==> config.mk <==
export PLATFORM = sky130hd
export DESIGN_NAME = csdu_top
export DESIGN_NICKNAME = d
export VERILOG_FILES = /design/src/rtl/csdu_pkg.sv /design/src/rtl/csdu_region_match.sv /design/src/rtl/csdu_top.sv
export SDC_FILE = /design/constraint.sdc
export NUM_CORES = 1
export LEC_CHECK = 0
export BUFFER_PORTS_ARGS = -buffer_cell sky130_fd_sc_hd__buf_2
export CAP_MARGIN = 15
export CORE_MARGIN = 2
export CORE_UTILIZATION = 60
export DETAILED_ROUTE_END_ITERATION = 7
export PLACE_DENSITY_LB_ADDON = 0.12
export SYNTH_ARGS = -nofsm -noshare
export SYNTH_HDL_FRONTEND = slang
export SYNTH_HIERARCHICAL = 1
export SYNTH_SLANG_ARGS = --single-unit
==> constraint.sdc <==
create_clock -name REF_CLK -period 27.9 [get_ports REF_CLK]
set_input_delay 1.395 -clock REF_CLK [delete_from_list [all_inputs] [get_ports REF_CLK]]
set_output_delay 1.395 -clock REF_CLK [all_outputs]
set_load 0.02 [all_outputs]
==> src/rtl/csdu_pkg.sv <==
// Purpose: shared constants and types of the chip-select decode unit
// Assumes: 20-bit memory space, 16-bit I/O space, APB register access
// Notes: one word per register, byte addresses below
package csdu_pkg;
	localparam int NUM_CH = 10;
	localparam int GEN_CH = 8;
	localparam int LOWER_CH = 8;
	localparam int BOOT_CH = 9;
	localparam int FIELD_W = 10;
	localparam int WAIT_W = 4;
	localparam int BASE_W = 12;
	localparam int APB_AW = 8;
	localparam int MIN_STATES = 4;

	// register byte offsets
	localparam logic [7:0] CH_BASE_OFF = 8'h00;
	localparam logic [7:0] CH_STRIDE = 8'h08;
	localparam logic [7:0] CH_END_OFF = 8'h50;
	localparam logic [7:0] WIN_OFF = 8'h50;
	localparam logic [7:0] STAT_OFF = 8'h54;
	localparam logic [7:0] LAST_OFF = 8'h58;

	// field positions, start and stop words
	localparam int ADDR_LSB = 6;
	localparam int WAIT_LSB = 0;
	localparam int EN_BIT = 3;
	localparam int IO_BIT = 2;
	localparam int IGN_BIT = 0;
	// window word
	localparam int WIN_IO_BIT = 12;
	// status word
	localparam int ST_BUSY_BIT = 12;
	localparam int ST_WIN_BIT = 13;
	localparam int ST_REF_BIT = 14;
	localparam int ST_RDY_BIT = 15;
	localparam int ST_WAIT_LSB = 16;

	typedef struct packed {
		logic [FIELD_W-1:0] start;
		logic [FIELD_W-1:0] stop;
		logic [WAIT_W-1:0] waits;
		logic en;
		logic io;
		logic ign_rdy;
	} csdu_chan_t;

	typedef struct packed {
		logic start;
		logic [19:0] addr;
		logic io;
		logic refresh;
	} csdu_cyc_t;

	typedef enum logic [2:0] {
		ST_IDLE, ST_T1, ST_T2, ST_T3, ST_TW, ST_T4
	} csdu_state_t;

	// reset values
	localparam csdu_chan_t BOOT_CFG = '{start: 10'h3FF, stop: 10'h3FF,
		waits: 4'hF, en: 1'b1, io: 1'b0, ign_rdy: 1'b0};
	localparam csdu_chan_t OFF_CFG = '{start: 10'h3FF, stop: 10'h000,
		waits: 4'h0, en: 1'b0, io: 1'b0, ign_rdy: 1'b0};
	localparam logic [BASE_W:0] WIN_RESET = 13'h10FF;
endpackage : csdu_pkg

==> src/rtl/csdu_region_match.sv <==
// Purpose: compare one bus address against one programmed region
// Assumes: memory addresses 20 bits, I/O addresses in the low 16 bits
// Notes: purely combinational
`timescale 1ns/100ps
`default_nettype none
module csdu_region_match
	import csdu_pkg::*;
(
	// region setup
	input wire csdu_chan_t cfg,
	// bus cycle
	input wire logic [19:0] addr,
	input wire logic io,
	// result
	output logic hit
);
	logic [FIELD_W-1:0] field;

	// top ten bits: 1K steps in memory, 64-byte steps in I/O
	assign field = io ? addr[15:6] : addr[19:10];
	// start above stop gives an empty range
	assign hit = cfg.en && (cfg.io == io) &&
		(field >= cfg.start) && (field <= cfg.stop);
endmodule : csdu_region_match
`default_nettype wire

==> src/rtl/csdu_top.sv <==
// Purpose: ten programmable selects with wait-state and ready control
// Assumes: one bus cycle request pulse per cycle, APB register access
// Notes: selects are active low and held from T1 through T4
// Notes on behaviour
// - ten separately programmable select outputs
// - each select decodes memory or I/O
// - reset enables only boot select, top 1K
// - start and stop registers per select
// - ten-bit fields against top address bits
// - 1K memory, 64-byte I/O granularity
// - start above stop or disabled never selects
// - per-region wait count and ready use
// - waits done before ready is sampled
// - ignored ready ends cycle after waits
// - all overlapping selects assert together
// - any ready user: fewest waits, then ready
// - all ignore ready: most waits
// - no select inside peripheral register window
// - refresh cycles are decoded too
// - cycle lasts at least four states
// - window relocatable, decode follows it
`timescale 1ns/100ps
`default_nettype none
module csdu_top
	import csdu_pkg::*;
#(
	parameter int CHANNELS = NUM_CH
) (
	// clock and reset
	input wire logic REF_CLK,
	input wire logic RESET_N,
	// apb register port
	input wire logic PSEL,
	input wire logic PENABLE,
	input wire logic PWRITE,
	input wire logic [APB_AW-1:0] PADDR,
	input wire logic [31:0] PWDATA,
	output logic [31:0] PRDATA,
	output logic PREADY,
	output logic PSLVERR,
	// processor bus cycle
	input wire csdu_cyc_t CYC_REQ,
	input wire logic READY,
	output logic CYCLE_END,
	output logic CYCLE_BUSY,
	output logic WINDOW_ACCESS,
	// select outputs
	output logic UPPER_BOOT_SELECT_N,
	output logic LOWER_REGION_SELECT_N,
	output logic [GEN_CH-1:0] GENERIC_REGION_SELECTS_N
);
	logic rst_meta_q;
	logic rst_n;
	csdu_chan_t cfg_q [CHANNELS];
	logic [BASE_W:0] win_q;
	logic [31:0] prdata_q;
	logic [19:0] last_addr_q;
	logic [CHANNELS-1:0] hit;
	logic [CHANNELS-1:0] sel_d;
	logic [CHANNELS-1:0] sel_q;
	logic win_hit;
	logic win_q_hit;
	logic refresh_q;
	logic use_rdy_d;
	logic use_rdy_q;
	logic [WAIT_W-1:0] waits_d;
	logic [WAIT_W-1:0] waits_q;
	logic [WAIT_W-1:0] cnt_q;
	csdu_state_t state_q;
	csdu_state_t state_d;
	logic accept;
	logic setup;
	logic access;
	logic ch_area;
	logic [3:0] ch_idx;
	logic ch_stop;
	logic mapped;

	// reset release through two flops
	always_ff @(posedge REF_CLK or negedge RESET_N) begin
		if (!RESET_N) begin
			rst_meta_q <= 1'b0;
			rst_n <= 1'b0;
		end else begin
			rst_meta_q <= 1'b1;
			rst_n <= rst_meta_q;
		end
	end

	// apb decode
	assign setup = PSEL && !PENABLE;
	assign access = PSEL && PENABLE;
	assign ch_area = (PADDR < CH_END_OFF) && (PADDR[1:0] == 2'h0);
	assign ch_idx = 4'((PADDR - CH_BASE_OFF) >> 3);
	assign ch_stop = PADDR[2];

	always_comb begin
		if (ch_area) begin
			mapped = 32'(ch_idx) < CHANNELS;
		end else if (PADDR == WIN_OFF) begin
			mapped = 1'b1;
		end else if (PADDR == STAT_OFF) begin
			mapped = 1'b1;
		end else if (PADDR == LAST_OFF) begin
			mapped = 1'b1;
		end else begin
			mapped = 1'b0;
		end
	end

	assign PREADY = 1'b1;
	assign PSLVERR = access && !mapped;

	// channel registers
	always_ff @(posedge REF_CLK or negedge rst_n) begin
		if (!rst_n) begin
			for (int i = 0; i < CHANNELS; i++) begin
				cfg_q[i] <= (i == BOOT_CH) ? BOOT_CFG : OFF_CFG;
			end
		end else if (access && PWRITE && ch_area && mapped) begin
			if (ch_stop) begin
				cfg_q[ch_idx].stop <= PWDATA[ADDR_LSB +: FIELD_W];
				cfg_q[ch_idx].en <= PWDATA[EN_BIT];
				cfg_q[ch_idx].io <= PWDATA[IO_BIT];
				cfg_q[ch_idx].ign_rdy <= PWDATA[IGN_BIT];
			end else begin
				cfg_q[ch_idx].start <= PWDATA[ADDR_LSB +: FIELD_W];
				cfg_q[ch_idx].waits <= PWDATA[WAIT_LSB +: WAIT_W];
			end
		end
	end

	// peripheral window placement
	always_ff @(posedge REF_CLK or negedge rst_n) begin
		if (!rst_n) begin
			win_q <= WIN_RESET;
		end else if (access && PWRITE && PADDR == WIN_OFF) begin
			win_q <= PWDATA[BASE_W:0];
		end
	end

	// read data taken in the setup cycle, shown in the access phase
	always_ff @(posedge REF_CLK or negedge rst_n) begin
		if (!rst_n) begin
			prdata_q <= 32'h00000000;
		end else if (setup && !PWRITE) begin
			prdata_q <= 32'h00000000;
			if (ch_area && mapped) begin
				if (ch_stop) begin
					prdata_q[ADDR_LSB +: FIELD_W] <= cfg_q[ch_idx].stop;
					prdata_q[EN_BIT] <= cfg_q[ch_idx].en;
					prdata_q[IO_BIT] <= cfg_q[ch_idx].io;
					prdata_q[IGN_BIT] <= cfg_q[ch_idx].ign_rdy;
				end else begin
					prdata_q[ADDR_LSB +: FIELD_W] <= cfg_q[ch_idx].start;
					prdata_q[WAIT_LSB +: WAIT_W] <= cfg_q[ch_idx].waits;
				end
			end else if (PADDR == WIN_OFF) begin
				prdata_q[BASE_W:0] <= win_q;
			end else if (PADDR == STAT_OFF) begin
				prdata_q[CHANNELS-1:0] <= sel_q;
				prdata_q[ST_BUSY_BIT] <= CYCLE_BUSY;
				prdata_q[ST_WIN_BIT] <= win_q_hit;
				prdata_q[ST_REF_BIT] <= refresh_q;
				prdata_q[ST_RDY_BIT] <= use_rdy_q;
				prdata_q[ST_WAIT_LSB +: WAIT_W] <= waits_q;
			end else if (PADDR == LAST_OFF) begin
				prdata_q[19:0] <= last_addr_q;
			end
		end
	end

	assign PRDATA = prdata_q;

	// one comparator per select
	for (genvar g = 0; g < CHANNELS; g++) begin : g_match
		csdu_region_match u_match (
			.cfg(cfg_q[g]),
			.addr(CYC_REQ.addr),
			.io(CYC_REQ.io),
			.hit(hit[g])
		);
	end

	// peripheral window: 256-byte block, memory or I/O
	always_comb begin
		if (win_q[WIN_IO_BIT]) begin
			win_hit = CYC_REQ.io && (win_q[BASE_W-1:0] ==
				{4'h0, CYC_REQ.addr[15:8]});
		end else begin
			win_hit = !CYC_REQ.io &&
				(win_q[BASE_W-1:0] == CYC_REQ.addr[19:8]);
		end
	end

	// merge of overlapping regions
	always_comb begin
		logic any_rdy;
		logic [WAIT_W-1:0] min_w;
		logic [WAIT_W-1:0] max_w;
		any_rdy = 1'b0;
		min_w = {WAIT_W{1'b1}};
		max_w = {WAIT_W{1'b0}};
		sel_d = win_hit ? {CHANNELS{1'b0}} : hit;
		for (int i = 0; i < CHANNELS; i++) begin
			if (sel_d[i]) begin
				if (!cfg_q[i].ign_rdy) begin
					any_rdy = 1'b1;
					if (cfg_q[i].waits < min_w) begin
						min_w = cfg_q[i].waits;
					end
				end
				if (cfg_q[i].waits > max_w) begin
					max_w = cfg_q[i].waits;
				end
			end
		end
		if (win_hit) begin
			use_rdy_d = 1'b0;
			waits_d = {WAIT_W{1'b0}};
		end else if (sel_d == {CHANNELS{1'b0}}) begin
			use_rdy_d = 1'b1;
			waits_d = {WAIT_W{1'b0}};
		end else if (any_rdy) begin
			use_rdy_d = 1'b1;
			waits_d = min_w;
		end else begin
			use_rdy_d = 1'b0;
			waits_d = max_w;
		end
	end

	assign accept = CYC_REQ.start && (state_q == ST_IDLE);

	// bus cycle sequencer: T1 T2 T3 [TW...] T4
	always_comb begin
		state_d = state_q;
		case (state_q)
			ST_IDLE: begin
				if (accept) begin
					state_d = ST_T1;
				end
			end
			ST_T1: begin
				state_d = ST_T2;
			end
			ST_T2: begin
				state_d = ST_T3;
			end
			ST_T3, ST_TW: begin
				if (cnt_q != {WAIT_W{1'b0}}) begin
					state_d = ST_TW;
				end else if (use_rdy_q && !READY) begin
					state_d = ST_TW;
				end else begin
					state_d = ST_T4;
				end
			end
			ST_T4: begin
				state_d = ST_IDLE;
			end
			default: begin
				state_d = ST_IDLE;
			end
		endcase
	end

	always_ff @(posedge REF_CLK or negedge rst_n) begin
		if (!rst_n) begin
			state_q <= ST_IDLE;
		end else begin
			state_q <= state_d;
		end
	end

	// wait-state counter, loaded when the cycle is taken
	always_ff @(posedge REF_CLK or negedge rst_n) begin
		if (!rst_n) begin
			cnt_q <= {WAIT_W{1'b0}};
		end else if (accept) begin
			cnt_q <= waits_d;
		end else if ((state_q == ST_T3 || state_q == ST_TW) &&
			cnt_q != {WAIT_W{1'b0}}) begin
			cnt_q <= cnt_q - 1'b1;
		end
	end

	// per-cycle decode results
	always_ff @(posedge REF_CLK or negedge rst_n) begin
		if (!rst_n) begin
			sel_q <= {CHANNELS{1'b0}};
			win_q_hit <= 1'b0;
			refresh_q <= 1'b0;
			use_rdy_q <= 1'b0;
			waits_q <= {WAIT_W{1'b0}};
			last_addr_q <= 20'h00000;
		end else if (accept) begin
			sel_q <= sel_d;
			win_q_hit <= win_hit;
			refresh_q <= CYC_REQ.refresh;
			use_rdy_q <= use_rdy_d;
			waits_q <= waits_d;
			last_addr_q <= CYC_REQ.addr;
		end else if (state_q == ST_T4) begin
			sel_q <= {CHANNELS{1'b0}};
			win_q_hit <= 1'b0;
		end
	end

	// outputs
	assign CYCLE_END = (state_q == ST_T4);
	assign CYCLE_BUSY = (state_q != ST_IDLE);
	assign WINDOW_ACCESS = win_q_hit;
	assign UPPER_BOOT_SELECT_N = !sel_q[BOOT_CH];
	assign LOWER_REGION_SELECT_N = !sel_q[LOWER_CH];
	assign GENERIC_REGION_SELECTS_N = ~sel_q[GEN_CH-1:0];
endmodule : csdu_top
`default_nettype wire

# ---- After elaboration in Yosys (flattened, before gate mapping)
# Cells that the tools add are included.
dict set report word_totals {
  word_cells 331
  inputBits 69
  out_inout_bits 47
  ff_bits 349
}
dict set report classes {
  eq_ne 21
  n_reduce_logical 62
  add_sub_neg 1
  n_mux 129
  bitwise 2
  n_lt_le_gt_ge 44
}
# operator n
set op_table {}
lappend op_table {{$bwmux 270} 6}
lappend op_table {{$demux 27 s4} 6}
lappend op_table {{$mux 270} 1}
lappend op_table {{$mux 4} 57}
lappend op_table {{$bmux 27 s4} 1}
lappend op_table {{$ge 10x10->1} 10}
lappend op_table {{$le 10x10->1} 10}
lappend op_table {{$mux 27} 3}
lappend op_table {{$mux 10} 7}
lappend op_table {{$logic_and 1x1->1} 46}
lappend op_table {{$gt 4x4->1} 9}
lappend op_table {{$lt 4x4->1} 9}
lappend op_table {{$mux 1} 35}
lappend op_table {{$eq 8x7->1 const B} 3}
lappend op_table {{$mux 20} 1}
lappend op_table {{$mux 17} 1}
lappend op_table {{$mux 7} 2}
lappend op_table {{$mux 13} 1}
lappend op_table {{$eq 12x12->1} 1}
lappend op_table {{$eq 12x8->1} 1}
lappend op_table {{$pmux 3 s4} 1}
lappend op_table {{$eq 1x1->1} 10}
lappend op_table {{$logic_not 10->1} 1}
lappend op_table {{$lt 4x4->1 const B} 2}
lappend op_table {{22 further kinds} 35}

# ---- Depth between registers and ports, before layout
# Gate-level depths: netlist of run 1.
dict set report depth {
  ltp_word 46
  mapped_depth 83
}

# ---- Cells and area by module
# Netlist of run 1, hierarchy kept.
# module cells_each seq_area_each_um2 instances area_per_inst_um2
set by_module_without_submodules {}
lappend by_module_without_submodules {csdu_top 1765 8888.5 1 19750.2}
lappend by_module_without_submodules {csdu_region_match 80 0.0 10 628.1}

# ---- Least setup slack after synthesis of run 1
# OpenSTA, ideal clock, no wires.
dict set report synth_path {
  path_type {input to register}
  from {input port CYC_REQ[1] (netlist name)}
  to {register waits_q[0]}
  arrival_time_ps 15536
  slack_ps 12246
  setup_time_ps 118
  stages 78
  cell_sequence {buf_2 > mux2_2 > ha_1 > a211oi_2 > nor2_1 > o41ai_2 > nor4b_2 > buf_6 > and2_4 > nand2_1 > ha_1 > nor2b_1 > o211ai_2 > a21oi_1 > and2_1 > mux2_2 > ha_1 > inv_1 > [42 not listed] > o21a_1 > o21a_1 > o21ai_0 > or2_2 > clkbuf_1 > mux2_2 > ha_1 > nor2b_1 > o21ai_0 > nand2b_1 > a21oi_1 > nor3_1 > and2_1 > a211oi_1 > nor2_1 > o21a_1 > a22o_1 > a21o_1}
}
dict set report synth_via {
  elab_chain_cells 45
}
# item line_no
set synth_lines {}
lappend synth_lines {{from (decl)} csdu_top.sv:42} ;# input wire csdu_cyc_t CYC_REQ,
lappend synth_lines {{$mux 10 / $eq 1x1->1 (equally long branches)} {csdu_region_match.sv:20, csdu_region_match.sv:22}}
lappend synth_lines {{$ge 10x10->1 / $logic_and 1x1->1 (equally long branches)} {csdu_region_match.sv:23, csdu_region_match.sv:22}}
lappend synth_lines {{$logic_and 1x1->1} csdu_region_match.sv:22} ;# assign hit = cfg.en && (cfg.io == io) &&
lappend synth_lines {{$logic_and 1x1->1 (*)} csdu_region_match.sv:23} ;# (field >= cfg.start) && (field <= cfg.stop);
lappend synth_lines {{named net hit[0]} csdu_top.sv:58} ;# logic [CHANNELS-1:0] hit;
lappend synth_lines {{$mux 10 (*)} csdu_top.sv:204} ;# sel_d = win_hit ? {CHANNELS{1'b0}} : hit;
lappend synth_lines {{$mux 4} csdu_top.sv:206} ;# if (sel_d[i]) begin
lappend synth_lines {{$lt 4x4->1} csdu_top.sv:209} ;# if (cfg_q[i].waits < min_w) begin
lappend synth_lines {{[30 not listed]} n/a}
lappend synth_lines {{$mux 4} csdu_top.sv:206}
lappend synth_lines {{$lt 4x4->1} csdu_top.sv:209}
lappend synth_lines {{$mux 4} csdu_top.sv:209}
lappend synth_lines {{$mux 4} csdu_top.sv:207} ;# if (!cfg_q[i].ign_rdy) begin
lappend synth_lines {{$mux 4} csdu_top.sv:206}
lappend synth_lines {{$mux 4} csdu_top.sv:224} ;# end else if (any_rdy) begin
lappend synth_lines {{$mux 4 (*)} csdu_top.sv:221} ;# end else if (sel_d == {CHANNELS{1'b0}}) begin
lappend synth_lines {{$mux 4 (*)} csdu_top.sv:218} ;# if (win_hit) begin
lappend synth_lines {{to (signal assigned)} csdu_top.sv:295} ;# waits_q <= {WAIT_W{1'b0}};
lappend synth_lines {{to (signal assigned)} csdu_top.sv:302} ;# waits_q <= waits_d;
lappend synth_lines {{to (decl)} csdu_top.sv:67} ;# logic [WAIT_W-1:0] waits_q;
# The timed path passes the listed nets; every way through them passes the cells marked *.
# A chain may end at the register's enable or synchronous reset.

# ---- Final worst setup path of run 1
dict set report layout_path {
  from {input port CYC_REQ[1] (netlist name)}
  to {register cnt_q[1]}
}
dict set report layout_via {
  elab_chain_cells 46
}
# item line_no
set layout_lines {}
lappend layout_lines {{$mux 10 / $eq 1x1->1 (equally long branches)} {csdu_region_match.sv:20, csdu_region_match.sv:22}}
lappend layout_lines {{$ge 10x10->1 / $logic_and 1x1->1 (equally long branches)} {csdu_region_match.sv:23, csdu_region_match.sv:22}}
lappend layout_lines {{$logic_and 1x1->1} csdu_region_match.sv:22}
lappend layout_lines {{$logic_and 1x1->1 (*)} csdu_region_match.sv:23}
lappend layout_lines {{named net hit[0]} csdu_top.sv:58}
lappend layout_lines {{$mux 10 (*)} csdu_top.sv:204}
lappend layout_lines {{$mux 4} csdu_top.sv:206}
lappend layout_lines {{$lt 4x4->1} csdu_top.sv:209}
lappend layout_lines {{[31 not listed]} n/a}
lappend layout_lines {{$lt 4x4->1} csdu_top.sv:209}
lappend layout_lines {{$mux 4} csdu_top.sv:209}
lappend layout_lines {{$mux 4} csdu_top.sv:207}
lappend layout_lines {{$mux 4} csdu_top.sv:206}
lappend layout_lines {{$mux 4} csdu_top.sv:224}
lappend layout_lines {{$mux 4 (*)} csdu_top.sv:221}
lappend layout_lines {{$mux 4 (*)} csdu_top.sv:218}
lappend layout_lines {{$mux 4 (*)} csdu_top.sv:280} ;# end else if (accept) begin
lappend layout_lines {{to (signal assigned)} csdu_top.sv:279} ;# cnt_q <= {WAIT_W{1'b0}};
lappend layout_lines {{to (signal assigned)} csdu_top.sv:281} ;# cnt_q <= waits_d;
lappend layout_lines {{to (signal assigned)} csdu_top.sv:284} ;# cnt_q <= cnt_q - 1'b1;
lappend layout_lines {{to (decl)} csdu_top.sv:68} ;# logic [WAIT_W-1:0] cnt_q;
# Marked as above.

==> results.txt, run 1 <==
The run finished with clean final reports. The final number of setup-violating endpoints is 0. The netlist area before placement came out at approximately 26000 sq um. The worst reg-to-reg path cell count came out at 76.

Sorting the synthesized cells by how often they occur yields sky130_fd_sc_hd__mux2_2 (378), sky130_fd_sc_hd__inv_1 (273), sky130_fd_sc_hd__ha_1 (254). Summing over every cut layer, the via total after detailed routing is 21000. The count of standard-cell rows is between 70 and 80. Along the worst path, the maximum fanout reaches 31. The portion of total power attributed to the clock network is 0.407. STA classifies the critical path endpoint as a flip-flop. The total congestion overflow after global routing is 0.

In this run, post-CTS hold repair placed 0 buffers. The startpoint class of the critical path is a primary input. The analysis attributes to net switching a power of 0.383 mW. The critical path contains buffers and inverters numbering 7 combined.

Clock tree synthesis selected as its root buffer the cell sky130_fd_sc_hd__clkbuf_16. The total number of H-tree levels is 2. The detail-routed net length per standard cell is about 26 um. The number of standard cells after synthesis came out at 2565.

Summed over all instances, the cell type with the most area after synthesis is sky130_fd_sc_hd__dfrtp_1. The die area came out at 45100 sq um. The leakage power total came out at around 13 nW. The number of I/O port buffers came out at 86. The post-synthesis cell type count is 91. The depth of the critical timing path with buffers and inverters included came out at just under 80.

For met1 alone, demand over resource in global routing was 0.472. The largest voltage drop on the vdd net came out at about 0.038 mV. TritonCTS built the clock tree. The clock-pin slew reported for the worst setup and hold paths after clock tree synthesis came out at 0.06 ns. On the final layout, the worst clock skew is roughly 0.02 ns.

The top achievable clock speed came out at about 0.054 GHz. The fraction of post-synthesis cell area in the top cell type by area is 0.216. The most instantiated library cell after synthesis is sky130_fd_sc_hd__mux2_2. The initial core utilization is 0.606.

The register bit count reported by yosys came out at between 300 and 400. Compared with the post-synthesis result, the final layout area differs by 9.10%. The first-pass GRT wire length came out at about 120 mm.

The count of nets left with antenna violations once routing finished came out at 0. At the end of routability-driven placement, the weighted congestion stood at roughly 0.95. The share of total power dissipated in combinational logic is 0.168. The internal portion of the total power is 0.926 mW. The total global-route track usage is 0.371. The initial antenna violation count came out at 2. The start-to-end type of the worst setup path is primary input to flip-flop. The total half-perimeter wirelength after legalization and detailed placement is just under 60 mm. The final critical delay including setup and external delays is 18.37 ns. The post-route total power is ~1.3 mW. The standard cell core area is 43000 sq um. The net count of the finished layout is slightly below 3000. STA puts the critical path data arrival time at roughly 19 ns. The die extent in x came out at between 200 and 250 um.

The largest single stage delay on the critical path is around 0.86 ns. Clock tree synthesis inserted a total of 41 buffers. Power spread over the standard cell area amounts to about 46 nW/um^2. The placed cell area came out at roughly 27000 sq um.

At the later pin of the worst-skew pair, clock insertion delay measures between 0.5 and 0.6 ns. After synthesis, the cell types taking the most area are sky130_fd_sc_hd__dfrtp_1 (22%), sky130_fd_sc_hd__mux2_2 (16%), sky130_fd_sc_hd__dfstp_2 (13%), sky130_fd_sc_hd__ha_1 (12%), sky130_fd_sc_hd__mux4_2 (4.7%). For this design, the slowest cell found on the critical path is sky130_fd_sc_hd__nor4b_2. The number of top-level pins came out at 116. The post-CTS repair timing setup buffer count came out at 0. The number of inserted diodes came out at 0. The number of synthesis warnings is 6. At the pin with the least slew margin, the transition time is roughly 1.2 ns. The post-synthesis sequential area ratio came out at 0.341. Among cell families on the critical path, the largest total delay comes from compound AO/OA/AOI/OAI gates. Gates resized during post-CTS repair numbered 0. The switching power share of the total is 0.292. Of the cells placed in the final design, the portion with a size suffix greater than 1 is 0.308. The hold violation total from the final report is 0. The required arrival time at the worst endpoint is about 28 ns. Of the total power, registers draw 0.425.

The routing usage on met2 is 0.587. In the global route stage, met3 resource usage came out at 0.0746. The fraction of registers with async set or reset after synthesis is 1.00. Max-cap violations in this run came to 0. The number of max-slew violations in the final report is 0. The worst hold margin is about 0.35 ns.

The final core utilization came out at 0.661. The buffer levels on the longest clock path came out at 3. Counting stages on the worst path, the most repeated cell is sky130_fd_sc_hd__ha_1. The via count of the first global-routing pass is roughly 21000. The final cycle utilization of the critical path came out at 0.658. The die height is between 200 and 250 um. The number of DRC markers in iteration 0 is roughly 1900. Among all flip-flop cells after synthesis, the most frequent one is sky130_fd_sc_hd__dfrtp_1. The number of DRC violations after detailed routing is 0. The first TritonRoute pass finished after 6 iterations. Dividing the detail-routed via count by the number of cells gives 6.49.

The total negative slack is 0 ns. The largest net degree at the start of global routing is 71. The worst max-slew margin expressed relative to the limit came out at 0.187. The finished cells cover 28400 sq um. The internal reg-to-reg setup slack is roughly 11 ns.

The sum of routed wire length over all layers came out at ~83 mm. met2 is the most crowded layer. The number of enable flip-flop cells after synthesis is 0. Setup repair after global routing left no endpoint under its margin. In this run the worst hold path is classified as flip-flop to asynchronous set/reset pin.

The number of clock sinks came out at about 350. The post-synthesis area per instance came out at roughly 10 sq um.
sequential cells by signal, summed over array words and instances, names as in the netlist:
register,flops
cfg_q,270
PRDATA,20
last_addr_q,20
win_q,13
sel_q,10
cnt_q,4
waits_q,4
state_q,3
WINDOW_ACCESS,1
refresh_q,1
rst_meta_q,1
rst_n,1
use_rdy_q,1
cell usage in the layout (no fill, tap or decap), drive strengths merged, types with 21 or more instances in the layout:
cell type,count
a211oi,35
a21oi,111
a221oi,30
buf,133
clkbuf,65
dfrtp,225
dfstp,124
ha,254
inv,274
mux2,379
mux2i,56
mux4,54
nand2,189
nand2b,23
nand3,52
nand4,33
nor2,155
nor3,32
nor4,21
o21ai,107
through the flow:
step                      setup slack [ns]  std cells
after global routing                  8.04       3238
after global placement                9.87       3162
final                                 9.53       3238
after CTS                             9.80       3237
after detailed placement              9.34       3162
after floorplan                      12.25       2577
worst register-to-register path, delay by kind of cell, from the launching register on:
| kind | cells | cell delay, ns |
|---|---|---|
| AOI/OAI and AO/OA | 26 | 6.01 |
| and+or+nand+nor | 25 | 4.33 |
| adders and majority gates | 10 | 2.88 |
| muxes | 8 | 2.57 |
| buffers and inverters | 7 | 0.74 |
| DFF | 1 | 0.58 |
cell families (layout without fill, tap and decap cells):
| group | after synthesis | in the layout | synth area share |
|---|---|---|---|
| adders and majority gates | 258 | 258 | 0.124 |
| DFF | 349 | 349 | 0.341 |
| and+or+nand+nor | 578 | 578 | 0.107 |
| xor gates and xnor gates | 30 | 30 | 0.0101 |
| AOI/OAI and AO/OA | 454 | 454 | 0.124 |
| other | 2 | 14 | 0.000288 |
| muxes | 489 | 489 | 0.232 |
| buffers and inverters | 405 | 481 | 0.0611 |
power groups by stage:
stage | clock network [mW] | logic [mW] | registers (mW)
global route | 0.558 | 0.243 | 0.559
global placement | 0 | 0.206 | 0.562
detailed placement | 0 | 0.214 | 0.564
CTS | 0.540 | 0.216 | 0.555
floorplan | 0 | 0.146 | 0.563
finish | 0.533 | 0.220 | 0.556
layer usage:
metal | share of wire | up-vias
li1 | - | 9363
met1 | 0.40 | 10500
met2 | 0.45 | 952
met3 | 0.082 | 247
met4 | 0.064 | 4
met5 | 0.00031 | -
worst paths after layout:
| check | start | end |
|---|---|---|
| max reg2reg | cfg_q[269]$_DFFE_PN1P_ | cnt_q[1]$_DFFE_PN0P_ |
| max in group asynchronous | rst_n$_DFF_PN0_ | cfg_q[250]$_DFFE_PN0P_ |
| min in group REF_CLK | rst_meta_q$_DFF_PN0_ | rst_n$_DFF_PN0_ |
| min | rst_n$_DFF_PN0_ | cfg_q[89]$_DFFE_PN0P_ |
| min reg2reg | rst_n$_DFF_PN0_ | cfg_q[89]$_DFFE_PN0P_ |
| max | CYC_REQ[1] | cnt_q[1]$_DFFE_PN0P_ |
final cells by class:
| cell class | count | area (sq um) |
|---|---|---|
| inverter | 273 | 1020 |
| fill | 3459 | 14600 |
| clock inverter | 10 | 96.3 |
| tap | 585 | 732 |
| timing repair buffer | 133 | 796 |
| multi-input combinational | 1823 | 15600 |
| clock buffer | 65 | 1220 |
| sequential | 349 | 8890 |
Power figures use the tool's default switching activity.
==> inputs of run 2 (changes only) <==
==> constraint.sdc (replaced) <==
create_clock -name REF_CLK -period 19 [get_ports REF_CLK]
set_input_delay 0.95 -clock REF_CLK [delete_from_list [all_inputs] [get_ports REF_CLK]]
set_output_delay 0.95 -clock REF_CLK [all_outputs]
set_load 0.02 [all_outputs]
==> run 2 against run 1 <==
  * Die area did not move
  * Flip-flop and latch count is the same
  * First-iteration DRC count decreased by 4.8%
  * Non-clock buffer count down 2
  * Critical endpoint is now waits_q[0]$_DFFE_PN0P_
  * Largest power group is now clock
==> results.txt, run 2 (synthesis gave the netlist of run 1 again) <==
The top achievable clock speed came out at around 0.056 GHz. The clock period could shrink to roughly 18 ns. The total congestion overflow after global routing came out at 0 (unchanged).

The total half-perimeter wirelength after legalization and detailed placement came out at 60.5 mm (+1.8%). The first-pass GRT wire length is 126 mm (+0.80%). The power density over the cells came out at 69.0 nW/um^2 (+50%). In this design, the critical path's most frequently occurring cell is sky130_fd_sc_hd__ha_1.

The total CTS buffers was 41 (unchanged). The sum of routed wire length over all layers was 83.4 mm (+0.92%). The number of nets in the layout came out at 2942 (-0.068%). The total number of H-tree levels came out at 2 (unchanged). The required arrival time at the worst endpoint came out at 19.46 ns (-8.94 ns). The endpoint class of the critical path is a flip-flop. The post-route antenna net violation count is 0 (unchanged). The internal reg-to-reg setup slack is 2.03 ns (-8.72 ns).

The die extent in x is 212 um (unchanged). The start-to-end type of the worst setup path is primary input to flip-flop. The clock-pin slew reported for the worst setup and hold paths after clock tree synthesis came out at 0.06 ns (about the same). The run finished with clean final reports. The length of routed met3 wiring came out at 7.28 mm (+7.7%). The via density per instance came to 6.53 (+0.58%). The worst setup path is launched from a primary input. The final setup skew is 0.0221 ns (+0.00160 ns). The initial core utilization is 0.606 (unchanged). The worst reg-to-reg path cell count is 75 (-1.3%). The global placement routability congestion is 0.993 (+4.0%). The post-CTS repair timing setup buffer count came out at 0 (unchanged). The die height came out at 212 um (unchanged). The largest voltage drop on the vdd net was 0.0628 mV (+66%). The number of max-slew violations in the final report came to 0 (unchanged). The total via count in the routed design was 21200 (+0.61%).

The worst max-slew margin expressed relative to the limit came out at 0.158 (-0.0292). For this design, the slowest cell found on the critical path is sky130_fd_sc_hd__nor4b_2. Setup repair after global routing left no endpoint under its margin. The critical path data arrival time came to 18.17 ns (-0.70 ns). The final cycle utilization of the critical path came out at 0.932. The total global-route track usage came out at 0.375 (+0.00442).

The path type of the worst min-delay path is primary input to asynchronous set/reset pin. The met2 wire length is 37.5 mm (+0.39%). The slew of the pin with the lowest slew margin is 1.26 ns (+0.0419 ns). The standard cell core area came out at 43000 sq um (unchanged). The delay of the slowest critical-path stage came out at 0.83 ns (-0.03 ns).

The number of I/O port buffers is 86 (unchanged). The flip-flop count of the largest register, all copies and words added is 270 (unchanged). The top fanout value on the critical path was 35 (+13%).

The number of DRC markers in iteration 0 came out at 1790 (-4.8%). The total negative slack is 0 ns (unchanged). Leaving out fill and tap cells, the most frequent cell in the layout is sky130_fd_sc_hd__mux2_2. The number of gates given a new drive strength after cts came out at 0 (unchanged).

The number of clock sinks came out at 349 (unchanged). The top layer reached by signal wires is met5. The die area came out at 45100 sq um (unchanged). The detail-routed net length per standard cell came out at 25.7 um (+0.89%). The count of standard-cell rows is 76 (unchanged).

The layout overhead on the synthesized area came out at 9.33%. The leakage power total came to 12.5 nW (+0.25%). The buffer levels on the longest clock path came out at 3 (unchanged). The startpoint identified for the worst register-to-register timing path is cfg_q[269]$_DFFE_PN1P_. The met1 routed wirelength after detailed routing came out at 32.9 mm (-0.69%). TritonCTS built the clock tree. The largest register by flop count is cfg_q. The final number of setup-violating endpoints came out at 0 (unchanged). The hold violation total from the final report came out at 0 (unchanged).

The worst register-to-register path ends at waits_q[0]$_DFFE_PN0P_. The number of fill cells is 3435 (-0.69%). The number of buffers inserted for hold repair after clock tree synthesis came out at 0 (unchanged). The proportion of layout cells with a drive suffix above 1 is 0.310 (+0.00174). The initial antenna violation count came out at 3 (+1). The via count of the first global-routing pass is 21200 (-0.19%).

Leaving out fill and tap cells, the most frequent cells in the layout are sky130_fd_sc_hd__mux2_2 (378), sky130_fd_sc_hd__inv_1 (273), sky130_fd_sc_hd__ha_1 (254). The number of maximum-capacitance constraint violations is 0 (unchanged). The iteration count of the initial detailed-routing pass came out at 5 (-1). The number of DRC violations after detailed routing is 0 (unchanged). The worst hold margin is 0.154 ns (-0.195 ns). The clock latency at the later pin of the worst-skew pair came to 0.59 ns (about the same). The largest net degree at the start of global routing came out at 80 (+13%). The number of top-level pins is 116 (unchanged). The tree is rooted in a sky130_fd_sc_hd__clkbuf_16.
[run 2: cell count changes in the layout (fill, tap and decap cells not counted), sizes merged]
cell,change
clkbuf,-5
bufinv,+3
diode,+3
buf,-2
clkinv,+1
inv,+1
[run 2: critical path, delay by kind of cell]
| family | cells | cell delay, ns |
|---|---|---|
| simple gates | 24 | 4.02 |
| fa+ha+maj | 10 | 2.86 |
| buf+inv | 7 | 1.12 |
| mux | 9 | 2.99 |
| compound gates | 26 | 6.19 |
[run 2: routing by layer]
layer	vias up	track usage
met2	967	0.587
met4	2	0.233
li1	9370	-
met3	266	0.0846
met1	10600	0.473
met5	-	0
[run 2: how the worst max path moves through the flow]
stage	from	to	cells after the start	slack [ns]
3_3_place_gp	CYC_REQ[1]	waits_q[0]$_DFFE_PN0P_	76	1.59
2_1_floorplan	CYC_REQ[1]	waits_q[0]$_DFFE_PN0P_	78	3.79
3_5_place_dp	CYC_REQ[1]	waits_q[0]$_DFFE_PN0P_	76	1.11
6_report	CYC_REQ[1]	waits_q[0]$_DFFE_PN0P_	76	1.29
4_1_cts	CYC_REQ[1]	waits_q[0]$_DFFE_PN0P_	76	1.64
5_1_grt	CYC_REQ[1]	cnt_q[2]$_DFFE_PN0P_	76	0.21
[run 2: area by class of cell]
| cell class | instances | area [sq um] | area share |
|---|---|---|---|
| multi-input combinational | 1823 | 15600 | 0.550 |
| sequential | 349 | 8890 | 0.312 |
| inverter | 273 | 1020 | 0.0360 |
| antenna | 3 | 7.51 | 0.000264 |
| clock inverter | 15 | 189 | 0.00664 |
| tap | 585 | 732 | 0.0257 |
| clock buffer | 60 | 1200 | 0.0421 |
| timing repair buffer | 131 | 777 | 0.0273 |
[run 2: power breakdown]
group,total (mW),switching [mW],internal (mW)
logic,0.321,0.199,0.121
registers,0.816,0.0325,0.784
clock network,0.826,0.334,0.492
total,1.96,0.565,1.40
[run 2: stage by stage]
step | std cells | cell area, sq um | power, mW | setup slack, ns | util
after global routing | 3237 | 28500 | 2.04 | 0.212 | 0.662
after detailed placement | 3160 | 27100 | 1.14 | 1.11 | 0.629
after global placement | 3160 | 27100 | 1.13 | 1.59 | 0.629
final | 3239 | 28500 | 1.96 | 1.29 | 0.662
after floorplan | 2577 | 26100 | 1.04 | 3.79 | -
after CTS | 3235 | 28400 | 1.96 | 1.64 | 0.662
==> inputs of run 3 (changes only) <==
--- a/config.mk
+++ b/config.mk
@@ -5,8 +5,10 @@
 export SDC_FILE = /design/constraint.sdc
 export NUM_CORES = 1
 export LEC_CHECK = 0
+export ABC_AREA = 1
 export BUFFER_PORTS_ARGS = -buffer_cell sky130_fd_sc_hd__buf_2
 export CAP_MARGIN = 15
+export CORE_ASPECT_RATIO = 1.4
 export CORE_MARGIN = 2
 export CORE_UTILIZATION = 60
 export DETAILED_ROUTE_END_ITERATION = 7
==> run 3 against run 2 <==
  * Sequential share of layout area rose by 0.47 points
  * First-iteration DRC count up 29%
  * Final cell count increased by 32%
  * Die area is 0.60% lower
  * Global-route usage is 3.4 points higher
  * Fmax rose by 25%
  * Synthesized cell count increased by 43%
  * Non-clock buffer count decreased by 8
  * Flip-flop and latch count did not move
  * Worst setup slack improved by 3.5 ns
  * Clock power shrank 3.3%
  * Critical path type unchanged
  * Largest cell class unchanged
  * Highest routed layer is now met4
==> results.txt, run 3 <==
The run finished with clean final reports. The number of maximum-capacitance constraint violations came out at 0 (unchanged). The worst setup path is launched from a primary input.

The share of synthesized cell area in and, or, nand and nor gates is 0.265 (+0.158). The area growth from synthesis to layout is 8.45%. The synthesized-area fraction occupied by ao, oa, aoi and oai cells came out at 0.154 (+0.0298).

The total number of H-tree levels came out at 2 (unchanged). The top fanout value on the critical path came out at 67 (+91%). The total congestion overflow after global routing is 0 (unchanged). The die height is 250 um (+18%). The post-route antenna net violation count is 0 (unchanged).

The total half-perimeter wirelength after legalization and detailed placement came to 66.3 mm (+9.6%). The power density over the cells came out at 70.1 nW/um^2 (+1.7%). The flip-flop count of the largest register, all copies and words added is 270 (unchanged). The cell that appears most often on the critical path is sky130_fd_sc_hd__nand2_1. The number of standard cells after synthesis is 3679 (+43%). The path type of the worst min-delay path is primary input to asynchronous set/reset pin. The total buffers and inverters traversed by the critical path was 8 (+1). In this run the critical register-to-register path is launched from cfg_q[269]$_DFFE_PN1P_. The top cell type by total area after synthesis is sky130_fd_sc_hd__dfrtp_1.

The hold violation total from the final report is 0 (unchanged). The die extent in x came out at 179 um (-15%). The depth of the critical timing path with buffers and inverters included was 82 (+7.9%).

The internal reg-to-reg setup slack came out at 6.16 ns (+4.13 ns). The worst max-slew margin expressed relative to the limit came to 0.176 (+0.0174). The worst reg-to-reg path cell count is 78 (+4.0%). The xor/xnor share of the synthesized area came out at 0.00135 (-0.00874). The number of DRC markers in iteration 0 is 2318 (+29%).

The initial core utilization was 0.604 (-0.00137). The clock latency at the later pin of the worst-skew pair is 0.56 ns (-0.03 ns). The final setup skew is 0.0187 ns (-0.00331 ns). The largest net degree at the start of global routing came out at 84 (+5.0%). The total CTS buffers came out at 40 (-2.4%). The number of DRC violations after detailed routing came out at 0 (unchanged).

The top cell types in the final layout, fill and taps aside, are sky130_fd_sc_hd__nand2_1 (1112), sky130_fd_sc_hd__inv_1 (549), sky130_fd_sc_hd__o21ai_0 (410). The standard cell core area is 42800 sq um (-0.44%). The start-to-end type of the worst setup path is primary input to flip-flop. The via density per instance came out at 5.94 (-9.1%). The netlist area before placement came to 25900 sq um (-0.67%). The register bit count reported by yosys came out at 349 (unchanged). The global placement routability congestion came out at 0.987 (-0.54%). The final cycle utilization of the critical path is 0.745 (-0.187). The critical path data arrival time is 14.59 ns (-3.58 ns). The portion of netlist area occupied by mux cells is 0.00387 (-0.228). The critical path ends at waits_q[1]$_DFFE_PN0P_.

The iteration count of the initial detailed-routing pass came out at 7 (+2). The post-synthesis sequential area ratio was 0.344 (+0.00230). The number of clock sinks is 349 (unchanged).

The number of enable flip-flop cells after synthesis is 0 (unchanged). The slowest stage of the critical path is the sky130_fd_sc_hd__buf_4 cell. The first-pass GRT wire length is 140 mm (+11%). The number of gates given a new drive strength after cts came out at 0 (unchanged). The number of top-level pins came out at 116 (unchanged). The initial antenna violation count is 0 (-3). The post-placement setup slack came out at 4.40 ns (+3.29 ns). The count of standard-cell rows came out at 90 (+18%).

The top achievable clock speed is 0.0706 GHz (+25%). By instance count, the leading cell after synthesis is sky130_fd_sc_hd__nand2_1. The tree is rooted in a sky130_fd_sc_hd__clkbuf_16.

For this run, the leading register cell type out of synthesis is sky130_fd_sc_hd__dfrtp_1. The slew of the pin with the lowest slew margin is 1.24 ns (-0.0242 ns). The number of buffers inserted for hold repair after clock tree synthesis is 0 (unchanged).

The largest voltage drop on the vdd net came out at 0.0788 mV (+26%). The final critical delay including setup and external delays is 14.16 ns (-3.55 ns). The post-synthesis area per instance came out at 7.03 sq um (-31%).

The final core utilization came to 0.655 (-0.00685). The capture instance of the worst register-to-register path is waits_q[1]$_DFFE_PN0P_. The clock-pin slew reported for the worst setup and hold paths after clock tree synthesis came to 0.06 ns (about the same). After synthesis, the largest family of logic cells by area is simple AND/OR/NAND/NOR gates. In the post-synthesis netlist, the biggest area contributors are sky130_fd_sc_hd__dfrtp_1 (22%), sky130_fd_sc_hd__nand2_1 (16%), sky130_fd_sc_hd__dfstp_2 (13%), sky130_fd_sc_hd__ha_1 (12%), sky130_fd_sc_hd__inv_1 (8.0%).

The kind of cell with the highest combined delay on the critical path is simple AND/OR/NAND/NOR gates. The total negative slack came out at 0 ns (unchanged). The fraction of post-synthesis cell area in the top cell type by area came out at 0.218 (+0.00145). The number of max-slew violations in the final report came to 0 (unchanged). The delay of the slowest critical-path stage is 0.67 ns (-0.16 ns).

The detail-routed net length per standard cell is 21.6 um (-16%). More flip-flops sit in one register than any other, and that register is cfg_q. The commonest cells after synthesis are sky130_fd_sc_hd__nand2_1 (1112), sky130_fd_sc_hd__inv_1 (549), sky130_fd_sc_hd__o21ai_0 (410). The worst path setup slack after routing came out at 4.84 ns (+3.55 ns). The post-synthesis share of cell area spent on full adders, half adders and majority gates is 0.123 (-0.000765). The post-synthesis cell type count came out at 48 (-47%). STA classifies the critical path endpoint as a flip-flop. The via count of the first global-routing pass came to 24400 (+15%). The buffer levels on the longest clock path is 3 (unchanged).

The sum of routed wire length over all layers is 92.7 mm (+11%). The launch point of the worst path is CYC_REQ[1]. The required arrival time at the worst endpoint is 19.43 ns (-0.03 ns). The die area came out at 44800 sq um (-0.60%).

The total via count in the routed design came out at 25400 (+20%). The leakage power total is 13.5 nW (+7.5%). The final number of setup-violating endpoints is 0 (unchanged). The number of synthesis warnings came out at 6 (unchanged). The total global-route track usage came out at 0.409 (+0.0343). The number of I/O port buffers is 86 (unchanged). The post-CTS repair timing setup buffer count was 0 (unchanged).

The proportion of layout cells with a drive suffix above 1 is 0.121 (-0.189). The library cell used most frequently in the layout, excluding fill and tap cells, is sky130_fd_sc_hd__nand2_1. The fraction of registers with async set or reset after synthesis is 1.00 (unchanged). The worst hold margin is 0.168 ns (+0.0137 ns). TritonCTS built the clock tree. The number of nets in the layout is 4026 (+37%).

Setup repair after global routing left no endpoint under its margin.
-- run 3: cell types whose count changed after synthesis, moves of 30 or more --
cell	before	now
sky130_fd_sc_hd__mux2_2	378	0
sky130_fd_sc_hd__a21oi_1	110	80
sky130_fd_sc_hd__clkbuf_1	83	124
sky130_fd_sc_hd__nand3_1	52	274
sky130_fd_sc_hd__mux4_2	54	0
sky130_fd_sc_hd__inv_1	273	549
sky130_fd_sc_hd__nand2_2	0	37
sky130_fd_sc_hd__o21ai_0	98	410
sky130_fd_sc_hd__nand2_1	189	1112
sky130_fd_sc_hd__a22oi_1	12	75
sky130_fd_sc_hd__mux2i_1	56	10
-- run 3: cell type report --
class / count / area, sq um
inverters: 577 / 2170
flip-flops and latches: 349 / 8890
diodes: 1 / 2.50
clock buffers: 59 / 1150
clock inverters: 14 / 164
fillers: 3953 / 14700
multi-input cells: 2612 / 14200
repair buffers: 123 / 738
well taps: 552 / 691
-- run 3: metrics by stage --
stage                     power (mW)  instance area [sq um]  cells
after detailed placement        1.17                  26700   4211
after global placement          1.15                  26700   4211
after global routing            2.04                  28000   4286
final                           1.97                  28000   4287
after floorplan                 1.05                  25900   3691
after CTS                       1.96                  28000   4284
-- run 3: where the power goes --
group          internal, mW  leakage (nW)  total [mW]  switching (mW)
clock network         0.464         0.644       0.799           0.335
logic                 0.105          8.50       0.349           0.244
registers             0.787          4.34       0.818          0.0303
-- run 3: kinds of logic after synthesis --
| group | after synthesis |
|---|---|
| other | 2 |
| AND/OR/NAND/NOR | 1638 |
| buffers and inverters | 730 |
| multiplexers | 10 |
| adder cells (fa/ha/maj) | 254 |
| AO/OA/AOI/OAI | 692 |
| XOR/XNOR | 4 |
| flip-flops | 349 |
-- run 3: metal layers --
metal  GRT usage  wire length (um)  up-vias
met5           0                 0        -
li1            -                 -    11900
met1       0.481             33600    11900
met4       0.329              8960        0
met2       0.667             42700     1270
met3      0.0623              7540      391
-- run 3: how the worst min path moves through the flow --
stage,start,endpoint,slack (ns),depth (start not counted)
2_1_floorplan,rst_meta_q$_DFF_PN0_,rst_n$_DFF_PN0_,0.33,0
3_3_place_gp,rst_meta_q$_DFF_PN0_,rst_n$_DFF_PN0_,0.33,0
3_5_place_dp,rst_meta_q$_DFF_PN0_,rst_n$_DFF_PN0_,0.34,0
4_1_cts,RESET_N,rst_n$_DFF_PN0_,0.16,1
5_1_grt,RESET_N,rst_meta_q$_DFF_PN0_,0.17,1
6_report,RESET_N,rst_n$_DFF_PN0_,0.17,1
-- run 3: worst reg2reg max path, delay by kind of cell, from the launching register on --
family / cells / cell delay, ns
buffers and inverters: 5 / 0.44
adders and majority gates: 10 / 3.18
DFF: 1 / 0.55
AOI/OAI and AO/OA: 18 / 3.34
and+or+nand+nor: 45 / 5.17
